===== config.mk =====
export PLATFORM = sky130hd
export DESIGN_NAME = bpit_issue_ctl
export DESIGN_NICKNAME = d
export VERILOG_FILES = /design/src/include/bpit_pkg.sv /design/src/core/bpit_btb_mem.sv /design/src/core/bpit_issue_ctl.sv
export SDC_FILE = /design/constraint.sdc
export NUM_CORES = 1
export LEC_CHECK = 0
export ABC_AREA = 1
export ABC_CLOCK_PERIOD_IN_PS = 9400
export CAP_MARGIN = 30
export CORE_MARGIN = 5
export CORE_UTILIZATION = 60
export CTS_CLUSTER_SIZE = 14
export DETAILED_ROUTE_END_ITERATION = 12
export DONT_BUFFER_PORTS = 1
export GPL_TIMING_DRIVEN = 0
export PLACE_DENSITY = 0.76
export SETUP_SLACK_MARGIN = 0.02
export SLEW_MARGIN = 20
export SYNTH_ARGS = -nofsm -noshare
export SYNTH_HDL_FRONTEND = slang
export SYNTH_HIERARCHICAL = 1
export SYNTH_SLANG_ARGS = --single-unit

===== constraint.sdc =====
create_clock -name i_sys_clk -period 9.4 [get_ports i_sys_clk]
set_input_delay 0.47 -clock i_sys_clk [delete_from_list [all_inputs] [get_ports i_sys_clk]]
set_output_delay 0.47 -clock i_sys_clk [all_outputs]
set_load 0.01 [all_outputs]

===== src/include/bpit_pkg.sv =====
// Shared types and timing constants for the branch predict / issue timing block
// Assumes one in-order issue slot fed by a decoder that knows each outcome
package bpit_pkg;
    localparam int PC_W = 32;
    localparam int IDX_W = 4;
    localparam int IDX_LO = 2;
    localparam int TAG_LO = IDX_LO + IDX_W;
    localparam int TAG_W = PC_W - TAG_LO;
    localparam int BTB_N = 1 << IDX_W;
    localparam int LAT_W = 5;
    localparam int REG_W = 4;
    localparam int CTR_DIR = 1;

    typedef logic [LAT_W-1:0] bpit_lat_t;

    // Cycle figures, all in core clock cycles
    localparam bpit_lat_t LAT_ZERO = 5'h00;
    localparam bpit_lat_t LAT_ONE = 5'h01;
    localparam bpit_lat_t LAT_SHIFT = 5'h02;
    localparam bpit_lat_t PEN_STD = 5'h04;
    localparam bpit_lat_t PEN_CMP = 5'h05;
    localparam bpit_lat_t LDPC_NT = 5'h02;
    localparam bpit_lat_t LDPC_T = 5'h08;
    localparam bpit_lat_t LDM_NT_BASE = 5'h03;
    localparam bpit_lat_t LDM_T_BASE = 5'h0a;
    localparam bpit_lat_t LDM_FREE = 5'h03;

    // Two-bit direction history per buffer entry
    localparam logic [1:0] CTR_ALLOC = 2'h2;
    localparam logic [1:0] CTR_MAX = 2'h3;
    localparam logic [1:0] CTR_MIN = 2'h0;

    typedef enum logic [2:0] {
        KIND_REL = 3'b000,    // relative jump or relative_jump_link
        KIND_REG = 3'b001,    // register_jump, register form of link exchange
        KIND_JLX = 3'b010,    // immediate jump_link_exchange, always taken
        KIND_DP = 3'b011,     // data processing to an ordinary register
        KIND_DP_PC = 3'b100,  // data processing writing program_counter
        KIND_LD_PC = 3'b101,  // single_word_load to program_counter
        KIND_LDM_PC = 3'b110, // multi_register_load listing program_counter
        KIND_OTHER = 3'b111   // anything else, one cycle
    } bpit_kind_t;

    typedef struct packed {
        bpit_kind_t kind;
        logic compact;          // compact instruction set
        logic shift_reg;        // shift by register or rotate_extend_carry
        logic taken;            // resolved outcome
        logic [PC_W-1:0] pc;
        bpit_lat_t numreg;      // list length, program_counter included
        logic [REG_W-1:0] dst;
        logic wr_dst;
        logic [REG_W-1:0] src_a;
        logic rd_a;
        logic spec_a;           // used as immediate-shift or doubling source
        logic [REG_W-1:0] src_b;
        logic rd_b;
        logic spec_b;
    } bpit_dec_t;

    typedef struct packed {
        logic valid;
        logic [TAG_W-1:0] tag;
        logic [1:0] ctr;
    } bpit_btb_t;
endpackage


===== src/core/bpit_btb_mem.sv =====
// Storage of the branch_target_buffer: one read port, one write port
// Assumes the caller tolerates read data one cycle after the request
`timescale 1ns/1ns
module bpit_btb_mem (
    input wire logic i_sys_clk, // Core clock
    input wire logic i_nrst, // Async reset, active low
    input wire logic i_rd_en, // Read request
    input wire logic [bpit_pkg::IDX_W-1:0] i_rd_idx, // Read index
    output bpit_pkg::bpit_btb_t o_rd_ff, // Registered read data
    input wire logic i_we, // Write strobe
    input wire logic [bpit_pkg::IDX_W-1:0] i_wr_idx, // Write index
    input wire bpit_pkg::bpit_btb_t i_wr_data // Entry to write
);
    bpit_pkg::bpit_btb_t ent_ff [bpit_pkg::BTB_N];

    // Entries start empty so nothing is predicted before its first taken pass
    always_ff @(posedge i_sys_clk or negedge i_nrst) begin
        if (!i_nrst) begin
            for (int i = 0; i < bpit_pkg::BTB_N; i++) begin
                ent_ff[i] <= '0;
            end
        end else if (i_we) begin
            ent_ff[i_wr_idx] <= i_wr_data;
        end
    end

    // Read holds its value while not enabled; a same-cycle write is not seen
    always_ff @(posedge i_sys_clk or negedge i_nrst) begin
        if (!i_nrst) begin
            o_rd_ff <= '0;
        end else if (i_rd_en) begin
            o_rd_ff <= ent_ff[i_rd_idx];
        end
    end
endmodule // bpit_btb_mem


===== src/core/bpit_issue_ctl.sv =====
// Issue slot timing and branch prediction for an in-order core
// Assumes decode gives resolved outcomes; fetch obeys o_redirect_ff
`timescale 1ns/1ns
module bpit_issue_ctl (
    input wire logic i_sys_clk, // Core clock, 25 MHz
    input wire logic i_nrst, // Async reset, active low
    input wire logic i_dec_valid, // Decoded instruction offered
    input wire bpit_pkg::bpit_dec_t i_dec, // Decoded instruction
    output logic o_in_ready_ff, // Slot takes i_dec this cycle
    output logic o_issue_ff, // Pulse: an instruction issued
    output logic [bpit_pkg::PC_W-1:0] o_issue_pc_ff, // Its address
    output bpit_pkg::bpit_lat_t o_issue_lat_ff, // Its issue latency
    output logic o_pred_taken_ff, // Buffer predicted taken
    output logic o_mispredict_ff, // Relative jump direction was wrong
    output logic o_redirect_ff // Fetch must take the resolved path
);
    // Latency of a data processing operation
    function automatic bpit_pkg::bpit_lat_t dp_lat(input bpit_pkg::bpit_dec_t d);
        return d.shift_reg ? bpit_pkg::LAT_SHIFT : bpit_pkg::LAT_ONE;
    endfunction

    // A reader waits while its producer is pending; doubling sources wait one more
    function automatic logic stall_fn(
        input bpit_pkg::bpit_dec_t d,
        input bpit_pkg::bpit_lat_t rem,
        input logic [bpit_pkg::REG_W-1:0] pdst,
        input logic pv
    );
        logic hit_a;
        logic hit_b;
        hit_a = d.rd_a && (d.src_a == pdst)
            && (rem > (d.spec_a ? bpit_pkg::LAT_ZERO : bpit_pkg::LAT_ONE));
        hit_b = d.rd_b && (d.src_b == pdst)
            && (rem > (d.spec_b ? bpit_pkg::LAT_ZERO : bpit_pkg::LAT_ONE));
        return pv && (hit_a || hit_b);
    endfunction

    // Minimum issue latency; compact set pays one cycle more when redirected
    function automatic bpit_pkg::bpit_lat_t issue_lat(
        input bpit_pkg::bpit_dec_t d,
        input logic mis
    );
        bpit_pkg::bpit_lat_t pen;
        bpit_pkg::bpit_lat_t ext;
        bpit_pkg::bpit_lat_t dpl;
        bpit_pkg::bpit_lat_t over;
        bpit_pkg::bpit_lat_t lat;
        pen = d.compact ? bpit_pkg::PEN_CMP : bpit_pkg::PEN_STD;
        ext = pen - bpit_pkg::PEN_STD;
        dpl = dp_lat(d);
        over = (d.numreg > bpit_pkg::LDM_FREE) ? d.numreg - bpit_pkg::LDM_FREE
            : bpit_pkg::LAT_ZERO;
        // No addressing mode input exists, so none can add cycles
        case (d.kind)
            bpit_pkg::KIND_REL: begin
                lat = mis ? bpit_pkg::LAT_ONE + pen : bpit_pkg::LAT_ONE;
            end
            bpit_pkg::KIND_REG: begin
                lat = d.taken ? bpit_pkg::LAT_ONE + pen : bpit_pkg::LAT_ONE;
            end
            bpit_pkg::KIND_JLX: begin
                lat = bpit_pkg::LAT_ONE + pen;
            end
            bpit_pkg::KIND_DP: begin
                lat = dpl;
            end
            bpit_pkg::KIND_DP_PC: begin
                lat = d.taken ? dpl + pen : dpl;
            end
            bpit_pkg::KIND_LD_PC: begin
                lat = d.taken ? bpit_pkg::LDPC_T + ext : bpit_pkg::LDPC_NT;
            end
            bpit_pkg::KIND_LDM_PC: begin
                lat = d.taken ? bpit_pkg::LDM_T_BASE + ext + over
                    : bpit_pkg::LDM_NT_BASE + d.numreg;
            end
            default: begin
                lat = bpit_pkg::LAT_ONE;
            end
        endcase
        return lat;
    endfunction

    logic hold_v_ff;
    bpit_pkg::bpit_dec_t hold_ff;
    bpit_pkg::bpit_lat_t gap_ff;
    bpit_pkg::bpit_lat_t rem_ff;
    logic [bpit_pkg::REG_W-1:0] pdst_ff;
    logic pv_ff;
    bpit_pkg::bpit_btb_t btb_rd;
    bpit_pkg::bpit_btb_t btb_wd;

    logic load;
    logic is_rel;
    logic btb_hit;
    logic pred_taken;
    logic mis;
    logic redirect;
    logic stall_now;
    logic issue;
    logic btb_we;
    logic dp_wr;
    bpit_pkg::bpit_lat_t lat_now;
    logic nxt_hold_v;
    bpit_pkg::bpit_dec_t nxt_hold;
    bpit_pkg::bpit_lat_t nxt_gap;
    bpit_pkg::bpit_lat_t nxt_rem;
    logic [bpit_pkg::REG_W-1:0] nxt_pdst;
    logic nxt_pv;
    logic nxt_ready;

    // Lookup is launched as the instruction enters the slot
    bpit_btb_mem u_btb (
        .i_sys_clk(i_sys_clk),
        .i_nrst(i_nrst),
        .i_rd_en(load),
        .i_rd_idx(i_dec.pc[bpit_pkg::TAG_LO-1:bpit_pkg::IDX_LO]),
        .o_rd_ff(btb_rd),
        .i_we(btb_we),
        .i_wr_idx(hold_ff.pc[bpit_pkg::TAG_LO-1:bpit_pkg::IDX_LO]),
        .i_wr_data(btb_wd)
    );

    // Prediction and resolution of the instruction in the slot
    assign load = i_dec_valid && o_in_ready_ff;
    assign is_rel = (hold_ff.kind == bpit_pkg::KIND_REL);
    assign btb_hit = btb_rd.valid && (btb_rd.tag == hold_ff.pc[bpit_pkg::PC_W-1:bpit_pkg::TAG_LO]);
    assign pred_taken = is_rel && btb_hit && btb_rd.ctr[bpit_pkg::CTR_DIR];
    assign mis = is_rel && (pred_taken != hold_ff.taken);
    assign redirect = mis || (!is_rel && hold_ff.taken
        && (hold_ff.kind != bpit_pkg::KIND_DP)
        && (hold_ff.kind != bpit_pkg::KIND_OTHER))
        || (hold_ff.kind == bpit_pkg::KIND_JLX);
    assign stall_now = stall_fn(hold_ff, rem_ff, pdst_ff, pv_ff);
    assign issue = hold_v_ff && (gap_ff == bpit_pkg::LAT_ZERO) && !stall_now;
    assign lat_now = issue_lat(hold_ff, mis);
    assign dp_wr = (hold_ff.kind == bpit_pkg::KIND_DP) && hold_ff.wr_dst;

    // Buffer update; never-taken branches leave no trace
    assign btb_we = issue && is_rel && (btb_hit || hold_ff.taken);
    always_comb begin
        btb_wd.valid = 1'b1;
        btb_wd.tag = hold_ff.pc[bpit_pkg::PC_W-1:bpit_pkg::TAG_LO];
        if (!btb_hit) begin
            btb_wd.ctr = bpit_pkg::CTR_ALLOC;
        end else if (hold_ff.taken) begin
            btb_wd.ctr = (btb_rd.ctr == bpit_pkg::CTR_MAX) ? btb_rd.ctr
                : btb_rd.ctr + 2'h1;
        end else begin
            btb_wd.ctr = (btb_rd.ctr == bpit_pkg::CTR_MIN) ? btb_rd.ctr
                : btb_rd.ctr - 2'h1;
        end
    end

    // Next state of the slot, the gap counter and the scoreboard
    always_comb begin
        nxt_hold_v = load || (hold_v_ff && !issue);
        nxt_hold = load ? i_dec : hold_ff;
        if (issue) begin
            nxt_gap = lat_now - bpit_pkg::LAT_ONE;
        end else if (gap_ff != bpit_pkg::LAT_ZERO) begin
            nxt_gap = gap_ff - bpit_pkg::LAT_ONE;
        end else begin
            nxt_gap = bpit_pkg::LAT_ZERO;
        end
        // Result latency equals issue latency for data processing
        if (issue && dp_wr) begin
            nxt_rem = dp_lat(hold_ff);
        end else if (rem_ff != bpit_pkg::LAT_ZERO) begin
            nxt_rem = rem_ff - bpit_pkg::LAT_ONE;
        end else begin
            nxt_rem = bpit_pkg::LAT_ZERO;
        end
        nxt_pdst = (issue && dp_wr) ? hold_ff.dst : pdst_ff;
        nxt_pv = (issue && dp_wr) || (pv_ff && (nxt_rem != bpit_pkg::LAT_ZERO));
        // Ready looks one cycle ahead so back-to-back issue needs no bubble
        nxt_ready = !nxt_hold_v || ((nxt_gap == bpit_pkg::LAT_ZERO)
            && !stall_fn(nxt_hold, nxt_rem, nxt_pdst, nxt_pv));
    end

    // Slot holding register
    always_ff @(posedge i_sys_clk or negedge i_nrst) begin
        if (!i_nrst) begin
            hold_v_ff <= 1'b0;
            hold_ff <= '0;
            o_in_ready_ff <= 1'b1;
        end else begin
            hold_v_ff <= nxt_hold_v;
            hold_ff <= nxt_hold;
            o_in_ready_ff <= nxt_ready;
        end
    end

    // Issue spacing counter
    always_ff @(posedge i_sys_clk or negedge i_nrst) begin
        if (!i_nrst) begin
            gap_ff <= bpit_pkg::LAT_ZERO;
        end else begin
            gap_ff <= nxt_gap;
        end
    end

    // One pending producer is enough: in-order issue retires older ones first
    always_ff @(posedge i_sys_clk or negedge i_nrst) begin
        if (!i_nrst) begin
            rem_ff <= bpit_pkg::LAT_ZERO;
            pdst_ff <= '0;
            pv_ff <= 1'b0;
        end else begin
            rem_ff <= nxt_rem;
            pdst_ff <= nxt_pdst;
            pv_ff <= nxt_pv;
        end
    end

    // Issue report, one cycle after the issue clock
    always_ff @(posedge i_sys_clk or negedge i_nrst) begin
        if (!i_nrst) begin
            o_issue_ff <= 1'b0;
            o_issue_pc_ff <= '0;
            o_issue_lat_ff <= bpit_pkg::LAT_ZERO;
            o_pred_taken_ff <= 1'b0;
            o_mispredict_ff <= 1'b0;
            o_redirect_ff <= 1'b0;
        end else begin
            o_issue_ff <= issue;
            o_issue_pc_ff <= issue ? hold_ff.pc : o_issue_pc_ff;
            o_issue_lat_ff <= issue ? lat_now : o_issue_lat_ff;
            o_pred_taken_ff <= issue && pred_taken;
            o_mispredict_ff <= issue && mis;
            o_redirect_ff <= issue && redirect;
        end
    end

    // Allocation only for a taken branch
    alloc_taken_a: assert property (@(posedge i_sys_clk) disable iff (!i_nrst)
        (btb_we && !btb_hit) |-> hold_ff.taken)
        else $error("buffer entry allocated for an untaken branch");

    // No history, no taken prediction
    predict_hist_a: assert property (@(posedge i_sys_clk) disable iff (!i_nrst)
        (issue && !btb_hit) |=> !o_pred_taken_ff)
        else $error("taken prediction without a buffer entry");

    // Correct prediction leaves the next cycle free
    correct_zero_a: assert property (@(posedge i_sys_clk) disable iff (!i_nrst)
        (issue && is_rel && !mis) |=> (gap_ff == bpit_pkg::LAT_ZERO))
        else $error("correct prediction delayed the next issue");

    // Mispredict gap equals the penalty
    mis_penalty_a: assert property (@(posedge i_sys_clk) disable iff (!i_nrst)
        (issue && is_rel && mis) |=> o_mispredict_ff && o_redirect_ff
        && (gap_ff == ($past(hold_ff.compact) ? bpit_pkg::PEN_CMP : bpit_pkg::PEN_STD)))
        else $error("mispredict penalty wrong");

    // Taken register jump in the standard set costs five
    reg_jump_a: assert property (@(posedge i_sys_clk) disable iff (!i_nrst)
        (issue && hold_ff.kind == bpit_pkg::KIND_REG && hold_ff.taken && !hold_ff.compact)
        |=> (o_issue_lat_ff == bpit_pkg::LAT_ONE + bpit_pkg::PEN_STD) && o_redirect_ff)
        else $error("register jump latency wrong");

    // Data processing to the counter, taken
    dp_counter_a: assert property (@(posedge i_sys_clk) disable iff (!i_nrst)
        (issue && hold_ff.kind == bpit_pkg::KIND_DP_PC && hold_ff.taken && !hold_ff.compact)
        |=> (o_issue_lat_ff == bpit_pkg::PEN_STD
            + ($past(hold_ff.shift_reg) ? bpit_pkg::LAT_SHIFT : bpit_pkg::LAT_ONE)))
        else $error("counter write latency wrong");

    // Counter load spacing
    ld_counter_a: assert property (@(posedge i_sys_clk) disable iff (!i_nrst)
        (issue && hold_ff.kind == bpit_pkg::KIND_LD_PC && !hold_ff.compact)
        |=> (o_issue_lat_ff == ($past(hold_ff.taken) ? bpit_pkg::LDPC_T : bpit_pkg::LDPC_NT))
        && !o_pred_taken_ff)
        else $error("counter load latency wrong");

    // Register-shifted operation blocks exactly one following cycle
    dp_shift_a: assert property (@(posedge i_sys_clk) disable iff (!i_nrst)
        (issue && hold_ff.kind == bpit_pkg::KIND_DP && hold_ff.shift_reg)
        |=> (gap_ff == bpit_pkg::LAT_ONE) ##1 (gap_ff == bpit_pkg::LAT_ZERO))
        else $error("shifted operation spacing wrong");

    // Doubling or shift source of a fresh result waits one extra cycle
    extra_cycle_a: assert property (@(posedge i_sys_clk) disable iff (!i_nrst)
        (issue && dp_wr && !hold_ff.shift_reg) |=> !(issue && hold_ff.rd_a
        && hold_ff.spec_a && (hold_ff.src_a == $past(hold_ff.dst))))
        else $error("special consumer issued too early");
endmodule // bpit_issue_ctl


# == Word level (Yosys, flattened, before mapping) ==
# Index checks and enable logic that the tools add are counted.
# word_totals
reg_bits,611
# op_classes
muxes,29
order_cmp,8
reduce_logical,51
n_bitwise,2
add_sub_neg,13
n_eq_ne,15
# op_table
cell,count
464-bit bitwise mux,1
29-bit binary-select mux with 4-bit select,1
29-bit demux with 4-bit select,1
29-bit 2-to-1 mux,3
5-bit 2-to-1 mux,9
5-bit case mux with 7 select lines,1
1-bit logical AND,31
26-bit == test,1
5-bit by 1-bit greater-than comparator with 1-bit output,4
4-bit == test,4
5-bit nonzero test,3
"5-bit by 1-bit subtractor with 5-bit output, second input constant",3
12-bit 2-to-1 mux,1
"4-bit by 5-bit adder with 5-bit output, first input constant",2
"5-bit >= comparator, second input constant",2
5-bit logical NOT,2
2-bit 2-to-1 mux,5
4-bit NOT with 5-bit output,2
"3-bit == test, second input constant",3
1-bit logical OR,8
4-bit 2-to-1 mux,2
"3-bit by 2-bit == test with 1-bit output, second input constant",2
"2-bit by 5-bit adder with 5-bit output, first input constant",1
5-bit by 3-bit adder with 5-bit output,1
17 further kinds,25

# == Logic depth before layout (Yosys ltp) ==
# Gate-level depths: netlist of the first run.
# logic_depth
depth_word,17
mapped_depth,24

# == Modules after synthesis ==
# Netlist of the first run, hierarchy kept.
# modules_own_cells
mod,cells_each,instances,area_each_um2
bpit_btb_mem,2754,1,22074.9
bpit_issue_ctl,853,1,6331.1

# == Least setup slack after synthesis of the first run ==
# No wires, ideal clock.
# synth_path
path_type,register -> register
startpoint,register gap_ff[0]
endpoint,register u_btb/ent_ff[36] (netlist name)
arrival_ps,2924
path_stages_with_launch,18
setup_slack_ps,6341
period_less_slack_ps,3059
setup_time_ps,135
cell_sequence,dfrtp_1 -> inv_1 -> ha_1 -> inv_1 -> nor2_2 -> nand2_1 -> nor2_1 -> inv_1 -> nor2_4 -> nand2_2 -> buf_2 -> buf_2 -> nor3_1 -> nand3b_1 -> nor2_1 -> buf_2 -> buf_2 -> a21oi_1
# synth_via
elab_chain_cells,5
# synth_rtl
item,line_no,text
from (decl),bpit_issue_ctl.sv:86,bpit_pkg::bpit_lat_t gap_ff;
from (signal assigned),bpit_issue_ctl.sv:197,gap_ff <= bpit_pkg::LAT_ZERO;
from (signal assigned),bpit_issue_ctl.sv:199,gap_ff <= nxt_gap;
5-bit logical NOT,bpit_issue_ctl.sv:135,assign issue = hold_v_ff && (gap_ff == bpit_pkg::LAT_ZERO) && !stall_now;
1-bit logical AND (2 in a row),bpit_issue_ctl.sv:135,
1-bit logical AND (2 in a row),bpit_issue_ctl.sv:140,assign btb_we = issue && is_rel && (btb_hit || hold_ff.taken);
net btb_we,bpit_issue_ctl.sv:101,logic btb_we;
"to (signal, indexed assignment)",bpit_btb_mem.sv:23,ent_ff[i_wr_idx] <= i_wr_data;
to (decl),bpit_btb_mem.sv:14,bpit_pkg::bpit_btb_t ent_ff [bpit_pkg::BTB_N];
# The timed path passes the listed nets, and every way through them passes these cells.
# A chain may end at the register's enable or synchronous reset.

# == Worst setup path in the final report of the first run ==
# layout_path
startpoint,register gap_ff[0]
endpoint,register u_btb/ent_ff[37] (netlist name)
# Same word-level chain as after synthesis.

==> metrics.md, run 1 <==
| Metric | Value |
|---|---|
| Total global routing overflow | 0 |
| Slack of the critical path | 4.68 ns |
| Max_slew headroom | -22.6% |
| Cell Chain, Critical Path | inv_1 -> ha_1 -> inv_1 -> nor2_2 -> nand2_1 -> nor2_1 -> inv_1 -> nor2_4 -> nand2_2 -> buf_2 -> buf_2 -> nor3_1 -> nand3b_1 -> nor2_1 -> buf_2 -> buf_2 -> a21oi_1 |
| Final max-slew violation count | 215 |
| Max VDD drop | 0.223 mV |
| Most frequent cells after synthesis | nand2_1 (1360), dfrtp_1 (610), o21ai_0 (421), nand3_1 (389), nor2_1 (174) |
| RD Place Congestion | 0.970 |
| Status | finished, violations left |
| Post-Syn Nets | 3683 |
| Highest routed layer | met4 |
| CP max-delay cell | nor3_1 |
| Final Cycle Share | 50.2% |
| CP arrival | 5.17 ns |
| I/O Pins | 105 |
| Row count | 79 |
| Non-Filler Instances | 4365 |
| Reg-to-reg startpoint | gap_ff[0] |
| Port Buffers | 0 |
| Post-synth top area share | 53.7% |
| Cell accounting for the most synthesized area | dfrtp_1 |
| Post-synth EDFFs | 0 |
| Post-cts resize count | 0 |
| Mapped Area | 28400 um^2 |
| Vias | 26730 |
| Chip height | 228 um |
| Leakage | 0.0154 uW |
| Largest net degree at the start of global routing | 612 |
| Avg Inst Size Synth | 7.88 um^2 |
| Starting DRC count in detailed routing | 4040 |
| CP Capture Type | register |
| Prevailing post-synth register cell | dfrtp_1 |
| Met3 wire length | 12200 um |
| Clk_lat worst skew | 0.61 ns |
| # DRC | 0 |
| Hold Slack | -0.425 ns |
| TritonCTS Sinks | 611 |
| Slew @ Worst Pin | 1.84 ns |
| Area growth syn-to-layout | 12.1% |
| First-pass GRT wire length | 147000 um |
| Final setup viols | 0 |
| Die area | 51800 um^2 |
| Count leader, synth | nand2_1 |
| Simple-gate area share of the yosys netlist | 28.7% |
| Initial Utilization | 60.9% |
| Setup TNS | 0 ns |
| CTS Root Cell | clkbuf_16 |
| CP max FO | 10 |
| Level count of the clock H-tree | 3 |
| Placement Setup Slack | 4.89 ns |
| Register area share after synthesis | 53.8% |
| Nets@finish | 3786 |
| Min Tclk post-route | 4.72 ns |
| Avg Vias per Cell | 6.12 |
| Clock-pin transition on the worst setup and hold timing paths | 0.06 ns |
| Reg2reg setup slack | 4.68 ns |
| Max incr delay on CP | 0.83 ns |
| XOR/XNOR share of the synthesized area | 0.339% |
| RSZ-0062 raised after global routing | no |
| Critical Path RT | 9.85 ns |
| Max-Cap Viols | 0 |
| Failing checks | negative hold slack, max-slew violations |
| Placed Instances | 4214 |
| Clock skew | 0.0238 ns |
| GRT Total Usage | 37.5% |
| Netlist cell types | 43 |
| CP Launch Type | register |
| Compound-Gate Fraction of Synth Area | 10.3% |
| Post-synthesis mux area share | 0% |
| Asr flop ratio synth | 100% |
| Hold buffers post-CTS | 32 |
| WS Path Type | register to register |
| Total Wirelength | 97900 um |
| Vias in the first global route | 25648 |
| Layout cells sized above 1 | 7.83% |
| HP Class | input port to asynchronous set/reset pin |
| Final hold violation count | 610 |
| Core footprint | 46700 um^2 |
| Syn Inst Count | 3607 |
| DPL Wire Length | 66400 um |
| Synth area leaders | dfrtp_1 (54%), nand2_1 (18%), o21ai_0 (7.4%), nand3_1 (6.9%), nor2_1 (2.3%) |
| TritonCTS clock tree | yes |
| Largest family of logic cells by synthesized area | simple AND/OR/NAND/NOR gates |
| Initial DRT Pass Iterations | 6 |
| Cts bufs inserted | 67 |
| Synth warn | 6 |
| Reg-to-reg endpoint | u_btb/ent_ff[37] |
| Routed len/inst | 22.4 um |
| PwrDens | 266 nW/um^2 |
| Metal2 WL | 42100 um |
| R2r worst-path depth | 17 |
| Setup bufs post-CTS | 0 |
| Most numerous cell on the critical path | buf_2 |
| Initial antenna violation count | 1 |
| Adder-cell share of the synthesized area | 0.573% |
| ANT nets after route | 0 |
| Max frequency | 212 MHz |
| Horiz. Die Dim | 228 um |
| Clock Tree Buf Depth | 3 |
| Wl on met1 | 37500 um |
| Seq cells post-synth | 611 |
## layout by cell type (no fill, tap or decap), types with 3 or more instances in the layout
cell,instances
a21oi_1,126
buf_1,9
buf_2,106
buf_4,21
buf_6,4
bufinv_16,6
clkbuf_1,121
clkbuf_16,73
clkbuf_8,17
clkinv_2,11
dfrtp_1,610
dlygate4sd3_1,32
ha_1,13
inv_1,151
inv_2,9
nand2_1,1360
nand2_2,7
nand3_1,389
nand3_2,4
nand4_1,8
nor2_1,174
nor2_2,12
nor2_4,3
nor3_1,6
nor3_2,4
o21ai_0,421
o21ai_1,18
or2_2,8
xnor2_1,7
xor2_1,4
## critical path, delay by kind of cell, from the launching register on
family          cells  cell delay [ns]
flops               1             0.36
compound gates      1             0.11
simple gates        8             2.44
fa+ha+maj           1             0.19
buf+inv             7             1.43
## area by class of cell
cell class / count / area (um^2)
sequential: 611 / 15300
clock buffer: 98 / 2090
tap: 607 / 759
fill: 3888 / 14800
timing repair buffer: 34 / 343
clock inverter: 18 / 244
antenna: 1 / 2.50
multi-input combinational: 2584 / 11300
inverter: 161 / 607
buffer: 251 / 1170
## flip-flops by register name (all words and copies together) (netlist names), 4 cells and up
signal / flops
o_issue_pc_ff: 32
hold_ff: 34
gap_ff: 5
rem_ff: 5
u_btb/ent_ff: 464
pdst_ff: 4
btb_wd: 26
u_btb/o_rd_ff: 29
o_issue_lat_ff: 5
## layer usage
metal	track usage, %	vias to the layer above
li1	-	11790
met1	51.7	12812
met2	54.6	1760
met3	11.0	368
met4	19.0	0
met5	0	-
## power by group
| part | leakage [uW] | internal, uW | switching (uW) |
|---|---|---|---|
| registers | 0.00822 | 3120 | 422 |
| clock network | 0.00116 | 1700 | 1070 |
| logic | 0.00601 | 653 | 1500 |
| total | 0.0154 | 5470 | 3000 |
## worst max path at each step
stage,cells past startpoint,from,slack [ns],end
floorplan,17,gap_ff[0],6.34,u_btb/ent_ff[36]
global placement,17,gap_ff[0],5.01,u_btb/ent_ff[385]
detailed placement,17,gap_ff[0],4.89,u_btb/ent_ff[385]
CTS,17,gap_ff[0],4.86,u_btb/ent_ff[385]
global route,17,gap_ff[0],4.47,u_btb/ent_ff[386]
finish,17,gap_ff[0],4.68,u_btb/ent_ff[37]
## stage by stage
stage          cell area [um^2]  total power (uW)  utilization [%]
2_1_floorplan             28400              4900                -
3_3_place_gp              29200              5540             62.5
3_5_place_dp              29200              5640             62.5
4_1_cts                   31800              8420             68.2
5_1_grt                   31800              8880             68.3
6_report                  31800              8470             68.3
## cells by family after synthesis
| logic type | count (synthesis) |
|---|---|
| buf+inv | 412 |
| compound gates | 576 |
| simple gates | 1983 |
| xor+xnor | 11 |
| flops | 611 |
| fa+ha+maj | 13 |
| other cells | 1 |
Note: power is estimated with default switching activity, not from simulation.
==> run 2: changes to the inputs <==
--- a/config.mk
+++ b/config.mk
@@ -6,10 +6,10 @@
 export NUM_CORES = 1
 export LEC_CHECK = 0
 export ABC_AREA = 1
-export ABC_CLOCK_PERIOD_IN_PS = 9400
+export ABC_CLOCK_PERIOD_IN_PS = 4000
 export CAP_MARGIN = 30
 export CORE_MARGIN = 5
-export CORE_UTILIZATION = 60
+export CORE_UTILIZATION = 58
 export CTS_CLUSTER_SIZE = 14
 export DETAILED_ROUTE_END_ITERATION = 12
 export DONT_BUFFER_PORTS = 1
==> constraint.sdc (replaced) <==
create_clock -name i_sys_clk -period 4 [get_ports i_sys_clk]
set_input_delay 0.2 -clock i_sys_clk [delete_from_list [all_inputs] [get_ports i_sys_clk]]
set_output_delay 0.2 -clock i_sys_clk [all_outputs]
set_load 0.01 [all_outputs]
==> metrics.md, run 2 (synthesized netlist as in run 1, its figures left out) <==
| Metric | Value |
|---|---|
| Failing checks | negative hold slack, max-slew violations |
| Level count of the clock H-tree | 3 (unchanged) |
| Horiz. Die Dim | 231 um (+1.6%) |
| I/O Pins | 105 (unchanged) |
| Biggest regs | u_btb/ent_ff (464), hold_ff (34), o_issue_pc_ff (32) |
| CP max-delay cell | dfrtp_1 |
| ANT nets after route | 0 (unchanged) |
| RD Place Congestion | 0.984 (+1.5%) |
| Largest register FFs | 464 (unchanged) |
| Most frequent cells in the layout | nand2_1 (1360), dfrtp_1 (610), o21ai_0 (421) |
| Clock-pin transition on the worst setup and hold timing paths | 0.06 ns (about the same) |
| Net Sw Frac | 35.8% (+0.43 points) |
| Initial DRT Pass Iterations | 6 (unchanged) |
| Starting DRC count in detailed routing | 4023 (-0.42%) |
| Critical Path RT | 4.45 ns (-5.40 ns) |
| Cts bufs inserted | 67 (unchanged) |
| Reg2reg setup slack | 0.15 ns (-4.53 ns) |
| Seq pwr share | 42.4% (+0.6 points) |
| Vias | 26346 (-1.4%) |
| R2r worst-path depth | 19 (+2) |
| Leakage | 0.0154 uW (+0.34%) |
| Cell family with most CP delay | buffers and inverters |
| P_int | 12600 uW (+130%) |
| Reg-to-reg startpoint | gap_ff[0] |
| Final setup viols | 0 (unchanged) |
| Total Wirelength | 95600 um (-2.3%) |
| Non-Filler Instances | 4409 (+1.0%) |
| Placed Instances | 4229 (+0.36%) |
| Routed len/inst | 21.7 um (-3.3%) |
| CP arrival | 4.29 ns (-0.88 ns) |
| CP Launch Type | register |
| Final hold violation count | 610 (unchanged) |
| Clock Tree Buf Depth | 3 (unchanged) |
| Max-Cap Viols | 0 (unchanged) |
| Status | finished, violations left |
| Clock Power Share | 31.7% (-1.0 points) |
| WS Path Type | register to register |
| Chip height | 231 um (+1.6%) |
| Slew @ Worst Pin | 2.07 ns (+0.230 ns) |
| Hold buffers post-CTS | 60 (+88%) |
| Initial Utilization | 58.4% (-2.5 points) |
| Clock skew | 0.0156 ns (-0.00821 ns) |
| Area growth syn-to-layout | 12.9% |
| Min Tclk post-route | 3.85 ns (-0.868 ns) |
| Initial antenna violation count | 3 (+2) |
| Core footprint | 48600 um^2 (+4.3%) |
| Clk_lat worst skew | 0.61 ns (about the same) |
| CP Capture Type | register |
| RSZ-0062 raised after global routing | no |
| CP Depth | 19 (+2) |
| PwrDens | 613 nW/um^2 (+130%) |
| HP Class | input port to asynchronous set/reset pin |
| Biggest register | u_btb/ent_ff |
| # DRC | 0 (unchanged) |
| Vias in the first global route | 24937 (-2.8%) |
| Layout cells sized above 1 | 7.67% (-0.16 points) |
| First-pass GRT wire length | 146000 um (-0.85%) |
| DPL Wire Length | 63400 um (-4.4%) |
| Row count | 81 (+2.5%) |
| CTS Root Cell | clkbuf_16 |
| Worst path buffer plus inverter count | 9 (+2) |
| Die area | 53500 um^2 (+3.3%) |
| GRT Total Usage | 35.5% (-2.0 points) |
| Max_slew headroom | -37.9% (-15 points) |
| Avg Vias per Cell | 5.98 (-2.4%) |
| Slack of the critical path | 0.153 ns (-4.53 ns) |
| Reg-to-reg endpoint | u_btb/ent_ff[158] |
| Hold Slack | -0.683 ns (-0.258 ns) |
| Final Cycle Share | 96.2% (+46 points) |
| Final max-slew violation count | 286 (+33%) |
| Nets@finish | 3815 (+0.77%) |
| Max VDD drop | 0.566 mV (+150%) |
| NetSw | 7040 uW (+130%) |
| Max incr delay on CP | 0.36 ns (-0.47 ns) |
| Largest net degree at the start of global routing | 612 (unchanged) |
| Fillcell total | 4108 (+5.7%) |
| Combinational fraction of design power | 25.9% (+0.4 points) |
| Placement Setup Slack | -0.491 ns (-5.38 ns) |
| Cell Chain, Critical Path | inv_1 -> ha_1 -> inv_1 -> nor2_2 -> nand2_1 -> nor2_1 -> inv_1 -> nor2_4 -> nand2_4 -> buf_2 -> buf_2 -> nor3_4 -> buf_4 -> nand3b_1 -> buf_4 -> nor2_2 -> buf_2 -> buf_4 -> a21oi_1 |
| CP max FO | 10 (unchanged) |
| Max frequency | 260 MHz (+23%) |
| Port Buffers | 0 (unchanged) |
| TritonCTS Sinks | 611 (unchanged) |
| TritonCTS clock tree | yes |
| Commonest non-fill, non-tap cell in the layout | nand2_1 |
| Total global routing overflow | 0 (unchanged) |
## run 2: cell count changes in the layout (fill, tap and decap cells not counted), sizes merged
| cell | delta |
|---|---|
| dlygate4sd3 | +28 |
| clkbuf | +7 |
| clkinv | -4 |
| buf | -3 |
| bufinv | -3 |
| diode | +3 |
| clkinvlp | +1 |
## run 2: worst max path at each step
stage | endpoint | start
final | u_btb/ent_ff[158] | gap_ff[0]
after global routing | u_btb/ent_ff[159] | gap_ff[0]
after CTS | u_btb/ent_ff[392] | gap_ff[0]
after detailed placement | u_btb/ent_ff[388] | gap_ff[0]
after global placement | u_btb/ent_ff[387] | gap_ff[0]
after floorplan | u_btb/ent_ff[36] | gap_ff[0]
## run 2: routing by layer
metal  wire [um]  share of wire, %  up-vias  track usage [%]
li1            -                 -    11834                -
met1       37500                39    12499             50.3
met2       40500                42     1658             51.1
met3       11700                12      353             9.49
met4        5820               6.1        2             17.5
met5           7            0.0073        -                0
## run 2: worst reg2reg max path: cells and delay by family (launching register included)
family,cells,cell delay [ns]
buf+inv,9,1.76
compound gates,1,0.11
fa+ha+maj,1,0.17
simple gates,8,1.30
flops,1,0.36
## run 2: stage by stage
step | total power, uW | instance area, um^2 | TNS, ns | utilization [%]
6_report | 19600 | 32100 | 0 | 65.9
5_1_grt | 20600 | 32100 | 0 | 65.9
2_1_floorplan | 11500 | 28400 | 0 | -
3_3_place_gp | 13000 | 29200 | -56.31 | 60.0
4_1_cts | 19500 | 32000 | 0 | 65.8
3_5_place_dp | 13200 | 29200 | -69.87 | 60.0
## run 2: cell type report
cell class                 instances  area [um^2]  share of cell area (%)
sequential                       611        15300                    47.7
multi-input combinational       2584        11400                    35.5
clock inverter                    12          141                   0.441
inverter                         161          607                    1.89
antenna                            4         10.0                  0.0312
buffer                           251         1180                    3.68
timing repair buffer              63          623                    1.94
clock buffer                     101         2060                    6.42
tap                              622          778                    2.43
## run 2: power groups by stage
stage | registers (uW) | clock network, uW | logic (uW)
after floorplan | 8100 | 0 | 3420
after global placement | 8350 | 0 | 4690
after detailed placement | 8370 | 0 | 4800
after CTS | 8280 | 6250 | 4920
after global routing | 8430 | 6520 | 5690
final | 8330 | 6230 | 5090
## run 2: repair_timing
item	4_1_cts	5_1_grt
setup endpoints to repair	359	320
pin swaps	0	2
gates resized for setup	2	13
endpoints found under the hold margin	671	611
buffers inserted	0	3
